===== src/rtl/aism_pkg.sv =====
package aism_pkg;
  // register offsets
  localparam logic [7:0] ADDR_LATCH = 8'h50;
  localparam logic [7:0] ADDR_CETYPE = 8'h51;
  localparam logic [7:0] ADDR_BAT_HI = 8'h52;
  localparam logic [7:0] ADDR_BAT_LO = 8'h53;
  localparam logic [7:0] ADDR_STG_HI = 8'h54;
  localparam logic [7:0] ADDR_STG_LO = 8'h55;
  localparam logic [7:0] ADDR_TEMP = 8'h56;
  localparam logic [7:0] ADDR_CTL = 8'h5C;
  localparam logic [7:0] ADDR_POL = 8'h5D;
  localparam logic [7:0] ADDR_RATIO = 8'h60;
  localparam logic [7:0] ADDR_IDLE = 8'h63;
  // reset values
  localparam logic [7:0] CTL_RST = 8'h19;
  localparam logic [7:0] POL_RST = 8'h80;
  localparam logic [7:0] RATIO_RST = 8'h0D;
  localparam logic [7:0] IDLE_RST = 8'h48;
  // field positions
  localparam int CTL_PWR_BIT = 7;
  localparam int CTL_HDIS_BIT = 6;
  localparam int CTL_TMR_LSB = 3;
  localparam int CTL_CLR_BIT = 2;
  localparam int CTL_MODE_LSB = 0;
  localparam int POL_BIT = 7;
  localparam int BSW_LSB = 2;
  localparam int RATIO_LSB = 2;
  localparam int IDLE_BIT = 7;
  localparam int CE_IR_BIT = 2;
  localparam int CE_FC_BIT = 1;
  localparam int CE_RC_BIT = 0;
  // pin modes
  localparam logic [1:0] MODE_LIVE = 2'h0;
  localparam logic [1:0] MODE_LATCH = 2'h1;
  localparam logic [1:0] MODE_ONCE = 2'h2;
  localparam logic [1:0] MODE_REPEAT = 2'h3;
  // timing
  localparam int unsigned CLK_PERIOD_NS = 25;
  localparam int unsigned HALT_NS [8] = '{820_000, 3_270_000,
    26_210_000, 52_420_000, 104_850_000, 209_710_000,
    419_430_000, 838_860_000};
  localparam int unsigned IRQ_PULSE_NS = 2_000_000;
  localparam int unsigned IRQ_PERIOD_NS = 4_000_000;
  localparam int TMR_W = 26;

  // least time in whole clock cycles
  function automatic int unsigned cyc_up(input int unsigned ns);
    return (ns + CLK_PERIOD_NS - 1) / CLK_PERIOD_NS;
  endfunction

  // bit-clock per frame for a ratio code, zero when reserved
  function automatic logic [9:0] ratio_of(input logic [3:0] c);
    logic [9:0] r;
    r = 10'h000;
    case (c)
      4'h0: r = 10'd16;
      4'h1: r = 10'd24;
      4'h2: r = 10'd32;
      4'h3: r = 10'd48;
      4'h4: r = 10'd64;
      4'h5: r = 10'd96;
      4'h6: r = 10'd128;
      4'h7: r = 10'd192;
      4'h8: r = 10'd256;
      4'h9: r = 10'd384;
      4'hA: r = 10'd512;
      4'hB: r = 10'd125;
      4'hC: r = 10'd250;
      4'hD: r = 10'd500;
      default: r = 10'h000;
    endcase
    return r;
  endfunction
endpackage


===== src/rtl/aism_sync.sv =====
`timescale 1ns/100ps
`default_nettype none
// two-stage synchroniser for pin levels
module aism_sync #(
  parameter int W = 1
) (
  input wire logic clk,
  input wire logic resetn,
  input wire logic [W-1:0] d,
  output logic [W-1:0] q
);
  logic [W-1:0] meta_r;

  // first stage feeds only the second
  always_ff @(posedge clk) begin
    if (!resetn) begin
      meta_r <= '0;
      q <= '0;
    end else begin
      meta_r <= d;
      q <= meta_r;
    end
  end
endmodule
`default_nettype wire


===== src/rtl/aism_timer.sv =====
`timescale 1ns/100ps
`default_nettype none
// up-counter that stops at its limit
module aism_timer #(
  parameter int W = 26
) (
  input wire logic clk,
  input wire logic resetn,
  input wire logic clear,
  input wire logic run,
  input wire logic [W-1:0] limit,
  output logic [W-1:0] count,
  output logic expired
);
  assign expired = (count >= limit);

  // clear has priority over counting
  always_ff @(posedge clk) begin
    if (!resetn || clear) begin
      count <= '0;
    end else if (run && !expired) begin
      count <= count + 1'b1;
    end
  end
endmodule
`default_nettype wire


===== src/rtl/aism_top.sv =====
`timescale 1ns/100ps
`default_nettype none
// fault latches, readback and interrupt pin shaping
module aism_top #(
  parameter int unsigned HALT_CYC [8] = '{
    aism_pkg::cyc_up(aism_pkg::HALT_NS[0]),
    aism_pkg::cyc_up(aism_pkg::HALT_NS[1]),
    aism_pkg::cyc_up(aism_pkg::HALT_NS[2]),
    aism_pkg::cyc_up(aism_pkg::HALT_NS[3]),
    aism_pkg::cyc_up(aism_pkg::HALT_NS[4]),
    aism_pkg::cyc_up(aism_pkg::HALT_NS[5]),
    aism_pkg::cyc_up(aism_pkg::HALT_NS[6]),
    aism_pkg::cyc_up(aism_pkg::HALT_NS[7])},
  parameter int unsigned IRQ_PULSE_CYC =
    aism_pkg::cyc_up(aism_pkg::IRQ_PULSE_NS),
  parameter int unsigned IRQ_PERIOD_CYC =
    aism_pkg::IRQ_PERIOD_NS / aism_pkg::CLK_PERIOD_NS
) (
  input wire logic clk,
  input wire logic resetn,
  input wire logic [7:0] reg_addr,
  input wire logic reg_wr,
  input wire logic [7:0] reg_wdata,
  input wire logic reg_rd,
  output logic [7:0] reg_rdata,
  input wire logic thermal_second_in,
  input wire logic thermal_first_in,
  input wire logic headroom_low_in,
  input wire logic brownout_active_in,
  input wire logic [3:0] brownout_level_in,
  input wire logic clock_error_in,
  input wire logic clock_error_invalid_ratio_in,
  input wire logic clock_error_rate_change_in,
  input wire logic clock_error_ratio_change_in,
  input wire logic audio_clock_present_in,
  input wire logic brownout_source_select,
  input wire logic [8:0] irq_unmask,
  input wire logic conv_valid,
  input wire logic [11:0] battery_conversion_code,
  input wire logic [11:0] stage_supply_conversion_code,
  input wire logic [7:0] temperature_conversion_code,
  output logic interrupt_request_pin,
  output logic latched_clock_error,
  output logic clock_halted,
  output logic device_power_on,
  output logic bridge_on_stage_supply,
  output logic bypass_enable_pad,
  output logic [3:0] fixed_bitclock_ratio,
  output logic [9:0] bitclock_ratio_value,
  output logic idle_inductor_select
);
  localparam int W = aism_pkg::TMR_W;

  typedef enum logic [1:0] {
    HS_IDLE,
    HS_WATCH,
    HS_HALTED
  } aism_halt_t;

  //////////////////////////////////////////////////////////////////////
  // pin inputs through synchronisers
  logic [12:0] pins_s;
  logic [7:0] lt3_set;
  logic ce_s, ce_ir_s, ce_fc_s, ce_rc_s, clk_ok_s;

  aism_sync #(.W(13)) u_sync (
    .clk(clk),
    .resetn(resetn),
    .d({thermal_second_in, thermal_first_in, headroom_low_in,
        brownout_active_in, brownout_level_in, clock_error_in,
        clock_error_invalid_ratio_in, clock_error_rate_change_in,
        clock_error_ratio_change_in, audio_clock_present_in}),
    .q(pins_s)
  );

  assign lt3_set = pins_s[12:5];
  assign ce_s = pins_s[4];
  assign ce_ir_s = pins_s[3];
  assign ce_fc_s = pins_s[2];
  assign ce_rc_s = pins_s[1];
  assign clk_ok_s = pins_s[0];

  //////////////////////////////////////////////////////////////////////
  // register decode
  logic [7:0] ctl_r, pol_r, ratio_r, idle_r;
  logic wr_ctl, wr_pol, wr_ratio, wr_idle, clr_cmd;
  logic [1:0] irq_mode;
  logic [2:0] halt_sel;
  logic [1:0] bsw_sel;

  assign wr_ctl = reg_wr && (reg_addr == aism_pkg::ADDR_CTL);
  assign wr_pol = reg_wr && (reg_addr == aism_pkg::ADDR_POL);
  assign wr_ratio = reg_wr && (reg_addr == aism_pkg::ADDR_RATIO);
  assign wr_idle = reg_wr && (reg_addr == aism_pkg::ADDR_IDLE);
  assign clr_cmd = wr_ctl && reg_wdata[aism_pkg::CTL_CLR_BIT];
  assign irq_mode = ctl_r[aism_pkg::CTL_MODE_LSB +: 2];
  assign halt_sel = ctl_r[aism_pkg::CTL_TMR_LSB +: 3];
  assign bsw_sel = pol_r[aism_pkg::BSW_LSB +: 2];

  // writable registers; the clear bit is never stored
  always_ff @(posedge clk) begin
    if (!resetn) begin
      ctl_r <= aism_pkg::CTL_RST;
      pol_r <= aism_pkg::POL_RST;
      ratio_r <= aism_pkg::RATIO_RST;
      idle_r <= aism_pkg::IDLE_RST;
    end else begin
      if (wr_ctl) begin
        ctl_r <= reg_wdata & ~(8'h01 << aism_pkg::CTL_CLR_BIT);
      end
      if (wr_pol) begin
        pol_r <= reg_wdata;
      end
      if (wr_ratio) begin
        ratio_r <= {2'b00, reg_wdata[5:0]};
      end
      if (wr_idle) begin
        idle_r <= reg_wdata;
      end
    end
  end

  //////////////////////////////////////////////////////////////////////
  // sticky latches, set beats clear
  logic [7:0] lt3_r, lt3_nxt;
  logic [2:0] cet_r, cet_nxt, cet_set;
  logic lce_r, lce_nxt;

  assign cet_set[aism_pkg::CE_IR_BIT] = ce_s && ce_ir_s;
  assign cet_set[aism_pkg::CE_FC_BIT] = ce_s && !ce_fc_s;
  assign cet_set[aism_pkg::CE_RC_BIT] = ce_s && ce_rc_s;
  assign lt3_nxt = (lt3_r & {8{!clr_cmd}}) | lt3_set;
  assign cet_nxt = (cet_r & {3{!clr_cmd}}) | cet_set;
  assign lce_nxt = (lce_r && !clr_cmd) || ce_s;

  always_ff @(posedge clk) begin
    if (!resetn) begin
      lt3_r <= 8'h00;
      cet_r <= 3'h0;
      lce_r <= 1'b0;
    end else begin
      lt3_r <= lt3_nxt;
      cet_r <= cet_nxt;
      lce_r <= lce_nxt;
    end
  end

  assign latched_clock_error = lce_r;

  //////////////////////////////////////////////////////////////////////
  // conversion results captured whole
  logic [11:0] bat_r, stg_r;
  logic [7:0] tmp_r;

  always_ff @(posedge clk) begin
    if (!resetn) begin
      bat_r <= 12'h000;
      stg_r <= 12'h000;
      tmp_r <= 8'h00;
    end else if (conv_valid) begin
      bat_r <= battery_conversion_code;
      stg_r <= stage_supply_conversion_code;
      tmp_r <= temperature_conversion_code;
    end
  end

  //////////////////////////////////////////////////////////////////////
  // read multiplexer, unmapped reads give zero
  logic [7:0] rd_sel;

  assign rd_sel =
    (reg_addr == aism_pkg::ADDR_LATCH) ? lt3_r :
    (reg_addr == aism_pkg::ADDR_CETYPE) ? {5'h00, cet_r} :
    (reg_addr == aism_pkg::ADDR_BAT_HI) ? bat_r[11:4] :
    (reg_addr == aism_pkg::ADDR_BAT_LO) ? {bat_r[3:0], 4'h0} :
    (reg_addr == aism_pkg::ADDR_STG_HI) ? stg_r[11:4] :
    (reg_addr == aism_pkg::ADDR_STG_LO) ? {stg_r[3:0], 4'h0} :
    (reg_addr == aism_pkg::ADDR_TEMP) ? tmp_r :
    (reg_addr == aism_pkg::ADDR_CTL) ? ctl_r :
    (reg_addr == aism_pkg::ADDR_POL) ? pol_r :
    (reg_addr == aism_pkg::ADDR_RATIO) ? ratio_r :
    (reg_addr == aism_pkg::ADDR_IDLE) ? idle_r : 8'h00;

  // read data held until the next read
  always_ff @(posedge clk) begin
    if (!resetn) begin
      reg_rdata <= 8'h00;
    end else if (reg_rd) begin
      reg_rdata <= rd_sel;
    end
  end

  //////////////////////////////////////////////////////////////////////
  // clock-halt watch after a clock error
  aism_halt_t hs_r, hs_nxt;
  logic ce_d_r, ce_rise, halt_exp;
  logic [W-1:0] halt_cnt, halt_lim;

  assign ce_rise = ce_s && !ce_d_r;
  assign halt_lim = W'(HALT_CYC[halt_sel]);

  always_comb begin
    hs_nxt = hs_r;
    case (hs_r)
      HS_IDLE: begin
        if (ce_rise && !ctl_r[aism_pkg::CTL_HDIS_BIT]) begin
          hs_nxt = HS_WATCH;
        end
      end
      HS_WATCH: begin
        if (ctl_r[aism_pkg::CTL_HDIS_BIT]) begin
          hs_nxt = HS_IDLE;
        end else if (halt_exp) begin
          hs_nxt = HS_HALTED;
        end
      end
      HS_HALTED: begin
        if (clk_ok_s) begin
          hs_nxt = HS_IDLE;
        end
      end
      default: hs_nxt = HS_IDLE;
    endcase
  end

  always_ff @(posedge clk) begin
    if (!resetn) begin
      hs_r <= HS_IDLE;
      ce_d_r <= 1'b0;
    end else begin
      hs_r <= hs_nxt;
      ce_d_r <= ce_s;
    end
  end

  // timer runs only while the audio clock is absent
  aism_timer #(.W(W)) u_halt_tmr (
    .clk(clk),
    .resetn(resetn),
    .clear(hs_r != HS_WATCH || clk_ok_s),
    .run(1'b1),
    .limit(halt_lim),
    .count(halt_cnt),
    .expired(halt_exp)
  );

  assign clock_halted = (hs_r == HS_HALTED);

  //////////////////////////////////////////////////////////////////////
  // interrupt pin shaping
  logic [8:0] live_vec, lat_vec;
  logic live_any, lat_any, live_d_r, once_r, act, irq_exp, irq_clr;
  logic [W-1:0] irq_cnt, irq_lim;

  assign live_vec = {lt3_set, ce_s} & irq_unmask;
  assign lat_vec = {lt3_r, lce_r} & irq_unmask;
  assign live_any = |live_vec;
  assign lat_any = |lat_vec;
  assign irq_lim = (irq_mode == aism_pkg::MODE_REPEAT) ?
    W'(IRQ_PERIOD_CYC - 1) : W'(IRQ_PULSE_CYC);
  assign irq_clr = (irq_mode == aism_pkg::MODE_REPEAT) ?
    (!lat_any || irq_exp) : !once_r;

  aism_timer #(.W(W)) u_irq_tmr (
    .clk(clk),
    .resetn(resetn),
    .clear(irq_clr),
    .run(1'b1),
    .limit(irq_lim),
    .count(irq_cnt),
    .expired(irq_exp)
  );

  // mode selects the raw request
  assign act =
    (irq_mode == aism_pkg::MODE_LIVE) ? live_any :
    (irq_mode == aism_pkg::MODE_LATCH) ? lat_any :
    (irq_mode == aism_pkg::MODE_ONCE) ? once_r :
    (lat_any && irq_cnt < W'(IRQ_PULSE_CYC));

  always_ff @(posedge clk) begin
    if (!resetn) begin
      live_d_r <= 1'b0;
      once_r <= 1'b0;
      interrupt_request_pin <= 1'b1;
    end else begin
      live_d_r <= live_any;
      if (irq_mode != aism_pkg::MODE_ONCE || (once_r && irq_exp)) begin
        once_r <= 1'b0;
      end else if (live_any && !live_d_r) begin
        once_r <= 1'b1;
      end
      interrupt_request_pin <= act ^ pol_r[aism_pkg::POL_BIT];
    end
  end

  //////////////////////////////////////////////////////////////////////
  // power, bridge supply and ratio outputs
  logic [3:0] bsw_mask;
  logic bsw_hit;

  assign bsw_mask = 4'hF >> (2'd3 - bsw_sel);
  assign bsw_hit = !brownout_source_select &&
    |(lt3_set[3:0] & bsw_mask);

  always_ff @(posedge clk) begin
    if (!resetn) begin
      device_power_on <= 1'b1;
      bridge_on_stage_supply <= 1'b0;
      bypass_enable_pad <= 1'b0;
      bitclock_ratio_value <= 10'h000;
    end else begin
      device_power_on <= !ctl_r[aism_pkg::CTL_PWR_BIT] ||
        (clk_ok_s && hs_r != HS_HALTED);
      bridge_on_stage_supply <= bsw_hit;
      bypass_enable_pad <= bsw_hit;
      bitclock_ratio_value <= aism_pkg::ratio_of(fixed_bitclock_ratio);
    end
  end

  assign fixed_bitclock_ratio = ratio_r[aism_pkg::RATIO_LSB +: 4];
  assign idle_inductor_select = idle_r[aism_pkg::IDLE_BIT];

  //////////////////////////////////////////////////////////////////////
  // assertions
  property p_lt3_set;
    @(posedge clk) disable iff (!resetn)
    (lt3_set != 8'h00) |=> ((lt3_r & $past(lt3_set)) == $past(lt3_set));
  endproperty
  a_lt3_set: assert property (p_lt3_set) else $error("flag not set");

  property p_sticky;
    @(posedge clk) disable iff (!resetn)
    !clr_cmd |=> ((lt3_r & $past(lt3_r)) == $past(lt3_r));
  endproperty
  a_sticky: assert property (p_sticky) else $error("flag lost");

  property p_clear;
    @(posedge clk) disable iff (!resetn)
    (clr_cmd && lt3_set == 8'h00 && !ce_s) |=> (lt3_r == 8'h00 && !lce_r);
  endproperty
  a_clear: assert property (p_clear) else $error("clear failed");

  property p_selfclr;
    @(posedge clk) disable iff (!resetn)
    (reg_rd && reg_addr == aism_pkg::ADDR_CTL) |=> !reg_rdata[2];
  endproperty
  a_selfclr: assert property (p_selfclr) else $error("clr bit kept");

  property p_cetype;
    @(posedge clk) disable iff (!resetn)
    (ce_s && !ce_fc_s && ce_rc_s) |=> (cet_r[1] && cet_r[0] && lce_r);
  endproperty
  a_cetype: assert property (p_cetype) else $error("type wrong");

  property p_bat_lo;
    @(posedge clk) disable iff (!resetn)
    (reg_rd && reg_addr == aism_pkg::ADDR_BAT_LO && !conv_valid) |=>
      (reg_rdata == {bat_r[3:0], 4'h0});
  endproperty
  a_bat_lo: assert property (p_bat_lo) else $error("bat lsb bad");

  property p_conv;
    @(posedge clk) disable iff (!resetn)
    conv_valid |=> (stg_r == $past(stage_supply_conversion_code) &&
      tmp_r == $past(temperature_conversion_code));
  endproperty
  a_conv: assert property (p_conv) else $error("conv not whole");

  property p_pin_latch;
    @(posedge clk) disable iff (!resetn)
    (irq_mode == aism_pkg::MODE_LATCH && lat_any) |=>
      (interrupt_request_pin == !$past(pol_r[7]));
  endproperty
  a_pin_latch: assert property (p_pin_latch) else $error("pin bad");

  property p_halt;
    @(posedge clk) disable iff (!resetn)
    (hs_r == HS_WATCH && halt_exp && !ctl_r[6]) |=> clock_halted;
  endproperty
  a_halt: assert property (p_halt) else $error("no halt");

  property p_bridge;
    @(posedge clk) disable iff (!resetn)
    (!brownout_source_select && lt3_set[0]) |=> bridge_on_stage_supply;
  endproperty
  a_bridge: assert property (p_bridge) else $error("no switch");

  property p_pwr;
    @(posedge clk) disable iff (!resetn)
    !ctl_r[7] |=> device_power_on;
  endproperty
  a_pwr: assert property (p_pwr) else $error("power off");

  c_clear: cover property (@(posedge clk) clr_cmd && lt3_r != 8'h00);
  c_halt: cover property (@(posedge clk) hs_r == HS_HALTED);
  c_once: cover property (@(posedge clk) once_r && irq_exp);
endmodule
`default_nettype wire

===== config.mk =====
export PLATFORM = sky130hd
export DESIGN_NAME = aism_top
export DESIGN_NICKNAME = d
export VERILOG_FILES = /design/src/rtl/aism_pkg.sv /design/src/rtl/aism_sync.sv /design/src/rtl/aism_timer.sv /design/src/rtl/aism_top.sv
export SDC_FILE = /design/constraint.sdc
export NUM_CORES = 1
export LEC_CHECK = 0
export ABC_AREA = 1
export BUFFER_PORTS_ARGS = -buffer_cell sky130_fd_sc_hd__clkbuf_2
export CAP_MARGIN = 10
export CORE_ASPECT_RATIO = 0.7
export CORE_UTILIZATION = 40
export CTS_BUF_LIST = sky130_fd_sc_hd__clkbuf_8
export DETAILED_ROUTE_END_ITERATION = 8
export GPL_TIMING_DRIVEN = 0
export HOLD_SLACK_MARGIN = 0.05
export PLACE_DENSITY = 0.61
export REMOVE_ABC_BUFFERS = 1
export SYNTH_ARGS = -nofsm -noshare
export SYNTH_HDL_FRONTEND = slang
export SYNTH_SLANG_ARGS = --single-unit

===== constraint.sdc =====
create_clock -name clk -period 3.2 [get_ports clk]
set_input_delay 0.64 -clock clk [delete_from_list [all_inputs] [get_ports clk]]
set_output_delay 0.64 -clock clk [all_outputs]
set_load 0.01 [all_outputs]

==> impl_results.rst, run 1 <==
.. list-table::
   :header-rows: 1

   * - Metric
     - Value
   * - Run status
     - finished, final reports clean
   * - Total number of yosys warnings
     - 0
   * - GPL Wtd Cong
     - 0.897
   * - Sequential cell area fraction in the yosys report
     - 39.1%
   * - Overall global routing resource usage
     - between 20% and 30%
   * - Number of synthesized flops with an enable pin
     - 0
   * - Skew-Pair Late Insertion Delay
     - between 0.4 and 0.5 ns
   * - Worst supply voltage drop on vdd
     - 0.237 mV
   * - Fin Clk Skew
     - between 0.015 and 0.02 ns
   * - Cell row count
     - 45
   * - FF-to-FF path depth
     - 15
   * - Post-synthesis share of cell area spent on xor and xnor gates
     - 3.67%
   * - Floorplan die area
     - 0.0233 mm²
   * - Max-cap violations
     - 0
   * - Kind of path behind the tightest hold check
     - input pin to flip-flop
   * - Final wirelength
     - roughly 25000 µm
   * - Instance count along the most critical hold path
     - 3
   * - Global-route wire length before repair
     - 39200 µm
   * - Final Hold Fails
     - 0
   * - Synthesized-area fraction occupied by ao, oa, aoi and oai cells
     - between 10 and 15%
   * - Minimum period implied by the final worst setup slack
     - 2.99 ns
   * - Post-route worst hold slack
     - approximately 0.33 ns
   * - Unrepaired setup endpoints after global routing
     - false
   * - Total negative setup slack
     - 0 ns
   * - Flip-flop and latch count after synthesis
     - 177
   * - Number of DRC markers in iteration 0
     - between 700 and 800
   * - Layout overhead on the synthesized area
     - 13.0%
   * - CTS tree
     - built
   * - DRT Pass-1 Iters
     - 5
   * - Flop2flop setup slack
     - 0.21 ns
   * - Top Ports
     - approximately 110
   * - Largest fanout on the critical path
     - 16
   * - Die Wd
     - between 150 and 200 µm
   * - Per-cell routed wire length
     - 14.8 µm
   * - Clock-pin slew reported for the worst setup and hold paths after clock tree synthesis
     - approximately 0.11 ns
   * - Synth Area per Inst
     - around 7 µm²
   * - Final design utilization
     - 46.7%
   * - Final critical-path share of the clock period
     - about 93%
   * - Simple-Gate Fraction of Synth Area
     - around 27%
   * - H-Tree Depth
     - 4
   * - Number of hold-repair buffers added at the cts stage
     - 0
   * - Starting utilization of the core area
     - about two fifths
   * - Most frequent cells in the layout
     - 262 x sky130_fd_sc_hd__nand2_1, 186 x sky130_fd_sc_hd__inv_1, 177 x sky130_fd_sc_hd__dfxtp_1
   * - Pleak
     - between 4 and 5 nW
   * - Most used flip-flop cell after synthesis
     - sky130_fd_sc_hd__dfxtp_1
   * - Number of distinct library cells after synthesis
     - a little under 50
   * - Slew of the pin with the lowest slew margin
     - around 1.2 ns
   * - Placement-stage cell area
     - approximately 0.0097 mm²
   * - Post-synthesis adder-cell area fraction
     - under 10%
   * - Vias in the first global route
     - ~7400
   * - Fraction of final layout cells with drive strength greater than 1
     - between 10 and 15%
   * - Max Transition Viols Final
     - 0
   * - Number of buffer cells added on primary ports
     - 104
   * - Data arrival time at the worst-slack endpoint
     - between 3 and 4 ns
   * - Final setup violation count
     - 0
   * - Sort of element at the end of the critical path
     - flip-flop
   * - Main combinational cell family by area after synthesis
     - simple AND/OR/NAND/NOR gates
   * - Category of the worst setup path launch point
     - flip-flop
   * - Std-Cell Core Area
     - roughly 0.022 mm²
   * - Synthesized cell area
     - between 0.009 and 0.01 mm²
   * - Dpl hpwl
     - 17700 µm
   * - PD cells
     - roughly 420 mW/mm²
   * - Initial antenna violation count
     - 1
   * - Share of cell area taken by muxes after synthesis
     - 0%
   * - Kind of critical path
     - flip-flop to flip-flop
   * - Vias after detailed routing
     - between 8000 and 9000
   * - Async set or reset register ratio after synthesis
     - 0%
   * - Finished Cell Area
     - ~0.010 mm²
   * - Inserted Clock Buffers
     - 17
   * - Rel. slew slack
     - a little over a fifth
   * - Count of antenna-violating nets left after detailed routing
     - 0
   * - Buffer type at the clock tree root
     - sky130_fd_sc_hd__clkbuf_8
   * - Buffer levels on the longest clock path
     - 2
   * - DRC violation count after routing
     - 0
   * - Crit path required time
     - ~3.5 ns
   * - Final WS setup
     - between 0.2 and 0.25 ns
   * - Fin nets
     - roughly 1500
   * - Most common library cell in the layout ignoring fill and taps
     - sky130_fd_sc_hd__nand2_1
   * - Height of the die
     - around 130 µm
   * - Overflow left after global routing
     - 0
   * - Fmax
     - around 0.33 GHz
   * - Synthesized instance count
     - 1295
   * - Largest net degree at the start of global routing
     - 95
   * - Vias per cell
     - 5.07
   * - TritonCTS Sinks
     - between 150 and 200
   * - DP Worst Slack
     - -0.917 ns
## synth_stat cells (3+ instances only)
library cell / count / share of area [%]
sky130_fd_sc_hd__o211ai_1: 8 / 0.66
sky130_fd_sc_hd__clkbuf_1: 25 / 1.0
sky130_fd_sc_hd__xnor2_1: 13 / 1.3
sky130_fd_sc_hd__nor2_1: 136 / 5.6
sky130_fd_sc_hd__ha_1: 35 / 4.8
sky130_fd_sc_hd__o21ai_0: 99 / 5.5
sky130_fd_sc_hd__nand2_1: 264 / 11
sky130_fd_sc_hd__buf_4: 7 / 0.58
sky130_fd_sc_hd__nor2_2: 26 / 1.8
sky130_fd_sc_hd__inv_2: 4 / 0.17
sky130_fd_sc_hd__nor3_1: 25 / 1.4
sky130_fd_sc_hd__nand4_1: 49 / 3.4
sky130_fd_sc_hd__buf_1: 3 / 0.12
sky130_fd_sc_hd__or2_2: 4 / 0.28
sky130_fd_sc_hd__nor4_1: 7 / 0.48
sky130_fd_sc_hd__xor2_1: 25 / 2.4
sky130_fd_sc_hd__buf_6: 4 / 0.50
sky130_fd_sc_hd__a21oi_1: 91 / 5.0
sky130_fd_sc_hd__dfxtp_1: 177 / 39
sky130_fd_sc_hd__a31oi_1: 3 / 0.21
sky130_fd_sc_hd__buf_2: 10 / 0.55
sky130_fd_sc_hd__nand3_1: 43 / 2.4
sky130_fd_sc_hd__inv_1: 186 / 7.7
sky130_fd_sc_hd__a211oi_1: 3 / 0.25
sky130_fd_sc_hd__o21ai_1: 15 / 0.83
## metal layers
metal | share of wire, % | up-vias | GRT usage, %
met5 | 0 | - | 0
li1 | - | 4368 | -
met4 | 0.53 | 0 | 4.45
met2 | 39 | 303 | 28.8
met1 | 53 | 3793 | 33.7
met3 | 7.9 | 10 | 4.63
## final cells by class
type	count	area, µm²
inverters	191	717
multi-input cells	881	4660
clock inverters	15	196
well taps	282	353
repair buffers	107	546
diodes	1	2.50
fillers	2262	11700
clock buffers	17	234
flip-flops and latches	177	3540
## through the flow
step | power, mW | instances
finish | 4.26 | 1671
global route | 4.46 | 1670
CTS | 4.30 | 1665
detailed placement | 2.69 | 1631
global placement | 2.68 | 1631
floorplan | 2.53 | 1245
## worst max-delay path, stage by stage, from the launching register on
cell and delay [ns]:
sky130_fd_sc_hd__dfxtp_1 0.48, sky130_fd_sc_hd__inv_1 0.12, sky130_fd_sc_hd__ha_1 0.25, sky130_fd_sc_hd__inv_2 0.09, sky130_fd_sc_hd__nand2_1 0.08, sky130_fd_sc_hd__o21a_1 0.14
sky130_fd_sc_hd__ha_1 0.28, sky130_fd_sc_hd__inv_1 0.06, sky130_fd_sc_hd__nor2_1 0.03, sky130_fd_sc_hd__o21ai_0 0.17, sky130_fd_sc_hd__o211ai_1 0.21, sky130_fd_sc_hd__nand4_1 0.20
sky130_fd_sc_hd__buf_4 0.20, sky130_fd_sc_hd__nand4_4 0.29, sky130_fd_sc_hd__nand2_1 0.15, sky130_fd_sc_hd__a21oi_1 0.08
## what timing repair did
| item | CTS | global route |
|---|---|---|
| pin swaps | 1 | 4 |
| buffers inserted | 1 | 2 |
| gates cloned | 1 | 3 |
| setup endpoints to repair | 54 | 54 |
| gates resized for setup | 3 | 7 |
## path summary, 6_finish.rpt
path                        startpoint                    to
hold reg to reg       u_sync.meta_r[8]           u_sync.q[8]
hold / removal    brownout_level_in[3]      u_sync.meta_r[8]
setup / recovery              ctl_r[3]  u_halt_tmr.count[11]
setup reg to reg              ctl_r[3]  u_halt_tmr.count[11]
## where the power goes
| part | leakage [nW] | internal, mW | total (mW) | switching (mW) |
|---|---|---|---|---|
| sequential | 1.44 | 2.27 | 2.31 | 0.0361 |
| clock | 0.213 | 0.616 | 1.62 | 1.00 |
| combinational | 2.79 | 0.115 | 0.325 | 0.211 |
## flip-flops by register name, indices dropped and copies added, names as in the netlist, 10 cells and up
name / flops
u_halt_tmr.count: 26
bat_r: 12
u_sync.q: 13
bitclock_ratio_value: 10
stg_r: 12
u_sync.meta_r: 13
u_irq_tmr.count: 26
## logic make-up (layout without fill, tap and decap cells)
family / after synthesis / after routing
AO/OA/AOI/OAI: 239 / 239
XOR/XNOR: 38 / 38
adder cells (fa/ha/maj): 35 / 35
buffers and inverters: 241 / 330
flip-flops: 177 / 177
other: 0 / 1
AND/OR/NAND/NOR: 565 / 569
(Power assumes the default switching activity.)
==> run 2, diff against run 1 <==
clock period = 3.7 ns   (was 3.2 ns; I/O delays follow)
==> run 2 against run 1 <==
Setup slack gained 0.26 ns. Sequential power shrank 13%. Clock power shrank 14%. Via count is 1.1% lower. Power is 13% lower. Combinational power is 14% lower. Register-to-register slack better by 0.26 ns. Non-clock buffer count shrank 2. Global-route usage did not move. Fmax shrank 7.4%. Hold slack improved by 0.088 ns. Flip-flop and latch count did not move. Critical endpoint is now u_irq_tmr.count[1]. Largest power group unchanged.
==> impl_results.rst, run 2 (synthesized netlist as in run 1, its figures left out) <==
.. list-table::
   :header-rows: 1

   * - Metric
     - Value
   * - Inserted Clock Buffers
     - 17 (unchanged)
   * - DRT Pass-1 Iters
     - 5 (unchanged)
   * - FF-to-FF path depth
     - 12 (-3)
   * - Sort of element at the end of the critical path
     - flip-flop
   * - Initial antenna violation count
     - 1 (unchanged)
   * - Count of antenna-violating nets left after detailed routing
     - 0 (unchanged)
   * - Run status
     - finished, final reports clean
   * - Floorplan die area
     - 0.0233 mm² (unchanged)
   * - Largest fanout on the critical path
     - 37 (+21)
   * - PD cells
     - 363 mW/mm² (-13%)
   * - Pleak
     - 4.38 nW (-1.6%)
   * - Minimum period implied by the final worst setup slack
     - 3.22 ns (+0.237 ns)
   * - Dpl hpwl
     - 17700 µm (unchanged)
   * - Number of buffer cells added on primary ports
     - 104 (unchanged)
   * - Final wirelength
     - 24100 µm (-2.3%)
   * - Placement-stage cell area
     - 0.00970 mm² (unchanged)
   * - Slowest CP cell
     - sky130_fd_sc_hd__nand2_2
   * - Finished Cell Area
     - 0.0102 mm² (-0.94%)
   * - Reg2reg start
     - ctl_r[1]
   * - Vias in the first global route
     - 7371 (-0.027%)
   * - Per-cell routed wire length
     - 14.5 µm (-2.0%)
   * - Post-route worst hold slack
     - 0.423 ns (+0.0884 ns)
   * - Data arrival time at the worst-slack endpoint
     - 3.61 ns (+0.31 ns)
   * - Largest registers
     - u_halt_tmr.count x26, u_irq_tmr.count x26
   * - Most frequent cells in the layout
     - 263 x sky130_fd_sc_hd__nand2_1, 186 x sky130_fd_sc_hd__inv_1, 177 x sky130_fd_sc_hd__dfxtp_1
   * - Final Hold Fails
     - 0 (unchanged)
   * - Skew-Pair Late Insertion Delay
     - 0.48 ns (about the same)
   * - Kind of path behind the tightest hold check
     - flip-flop to flip-flop
   * - TritonCTS Sinks
     - 177 (unchanged)
   * - CP Cell Sequence
     - nand2_1, inv_1, ha_1, nand2_1, inv_1, o21ai_0, o221ai_1, nor2_2, nand3_4, o21ai_2, nand2_2, nor2_1
   * - Kind of critical path
     - flip-flop to flip-flop
   * - Slew of the pin with the lowest slew margin
     - 1.18 ns (+0.00257 ns)
   * - Layout overhead on the synthesized area
     - 11.9%
   * - Die Wd
     - 182 µm (unchanged)
   * - Largest net degree at the start of global routing
     - 95 (unchanged)
   * - Global-route wire length before repair
     - 39200 µm (unchanged)
   * - Buffer levels on the longest clock path
     - 2 (unchanged)
   * - Final critical-path share of the clock period
     - 87.1% (-6.2 points)
   * - Hold wc startpoint
     - u_sync.meta_r[8]
   * - Number of hold-repair buffers added at the cts stage
     - 0 (unchanged)
   * - Fmax
     - 0.310 GHz (-7.4%)
   * - Instance count along the most critical hold path
     - 2 (-1)
   * - Worst r2r dst
     - u_irq_tmr.count[1]
   * - Worst min-delay path endpoint
     - u_sync.q[8]
   * - Height of the die
     - 128 µm (unchanged)
   * - Clock-pin slew reported for the worst setup and hold paths after clock tree synthesis
     - 0.11 ns (about the same)
   * - Std-Cell Core Area
     - 0.0220 mm² (unchanged)
   * - Buffer type at the clock tree root
     - sky130_fd_sc_hd__clkbuf_8
   * - Overall global routing resource usage
     - 21.3% (unchanged)
   * - GPL Wtd Cong
     - 0.897 (unchanged)
   * - Fraction of final layout cells with drive strength greater than 1
     - 13.4% (-0.53 points)
   * - Flop2flop setup slack
     - 0.48 ns (+0.26 ns)
   * - Max Transition Viols Final
     - 0 (unchanged)
   * - Rel. slew slack
     - 21.4% (-0.17 points)
   * - DRC violation count after routing
     - 0 (unchanged)
   * - Fin nets
     - 1481 (-0.34%)
   * - Overflow left after global routing
     - 0 (unchanged)
   * - Starting utilization of the core area
     - 41.3% (unchanged)
   * - Crit path required time
     - 4.09 ns (+0.57 ns)
   * - Top Ports
     - 105 (unchanged)
   * - Fin Clk Skew
     - 0.0192 ns (+0.00168 ns)
   * - Number of DRC markers in iteration 0
     - 765 (+7.9%)
   * - H-Tree Depth
     - 4 (unchanged)
   * - Worst supply voltage drop on vdd
     - 0.204 mV (-14%)
   * - Unrepaired setup endpoints after global routing
     - false
   * - Vias after detailed routing
     - 8380 (-1.1%)
   * - Final setup violation count
     - 0 (unchanged)
   * - CTS tree
     - built
   * - Max-cap violations
     - 0 (unchanged)
   * - Most common library cell in the layout ignoring fill and taps
     - sky130_fd_sc_hd__nand2_1
   * - Vias per cell
     - 5.03 (-0.81%)
   * - Cell row count
     - 45 (unchanged)
   * - Peak per-stage delay on the critical path
     - 0.44 ns (-0.04 ns)
   * - Category of the worst setup path launch point
     - flip-flop
run 2: changes by cell type in the layout (fill, tap and decap cells not counted), sizes merged:
cell   previous run  this run
nand3            47        46
buf               3         1
nand4            53        51
run 2: timing repair:
action,in CTS,in global routing
endpoints found under the setup margin,28,28
cloned,1,0
resized for setup,1,1
buffers inserted,0,1
pin swaps,1,1
run 2: worst max path at each step:
| stage | start | to |
|---|---|---|
| after floorplan | ctl_r[3] | hs_r[1] |
| after global placement | resetn | u_irq_tmr.count[3] |
| after detailed placement | ctl_r[3] | u_halt_tmr.count[6] |
| after CTS | ctl_r[3] | u_halt_tmr.count[25] |
| after global routing | ctl_r[1] | u_irq_tmr.count[1] |
| final | ctl_r[1] | u_irq_tmr.count[1] |
run 2: critical path: cells and delay by family, from the launching register on:
family	cells	cell delay, ns
buffers and inverters	2	0.30
flip-flops	1	0.43
adder cells (fa/ha/maj)	1	0.30
AND/OR/NAND/NOR	6	1.55
AO/OA/AOI/OAI	3	0.54
run 2: power by group:
group / leakage, nW / switching, mW / internal, mW / total (mW)
Clock: 0.213 / 0.872 / 0.533 / 1.40
Sequential: 1.44 / 0.0312 / 1.97 / 2.00
Combinational: 2.72 / 0.182 / 0.0991 / 0.281
run 2: area by class of cell:
type / instances / area, µm²
multi-input cells: 878 / 4580
fillers: 2275 / 11800
clock buffers: 17 / 234
diodes: 1 / 2.50
repair buffers: 105 / 531
inverters: 191 / 717
well taps: 282 / 353
flip-flops and latches: 177 / 3540
clock inverters: 15 / 196
run 2: per-layer routing:
metal	GRT usage (%)	vias to the layer above	share of wire, %
met5	0	-	0
met4	4.45	0	0.58
met3	4.63	10	7.5
met2	28.8	274	39
met1	33.7	3744	53
li1	-	4352	-
run 2: per-stage QoR:
step	total power [mW]	utilization (%)	instances	worst slack [ns]	TNS, ns
final	3.68	46.2	1666	0.477	0
after CTS	3.72	46.2	1664	0.000730	0
after global routing	3.85	46.2	1665	0.0893	0
after detailed placement	2.32	44.2	1631	-0.417	-9.77
after global placement	2.32	44.1	1631	-0.545	-23.66
after floorplan	2.19	-	1245	0.640	0
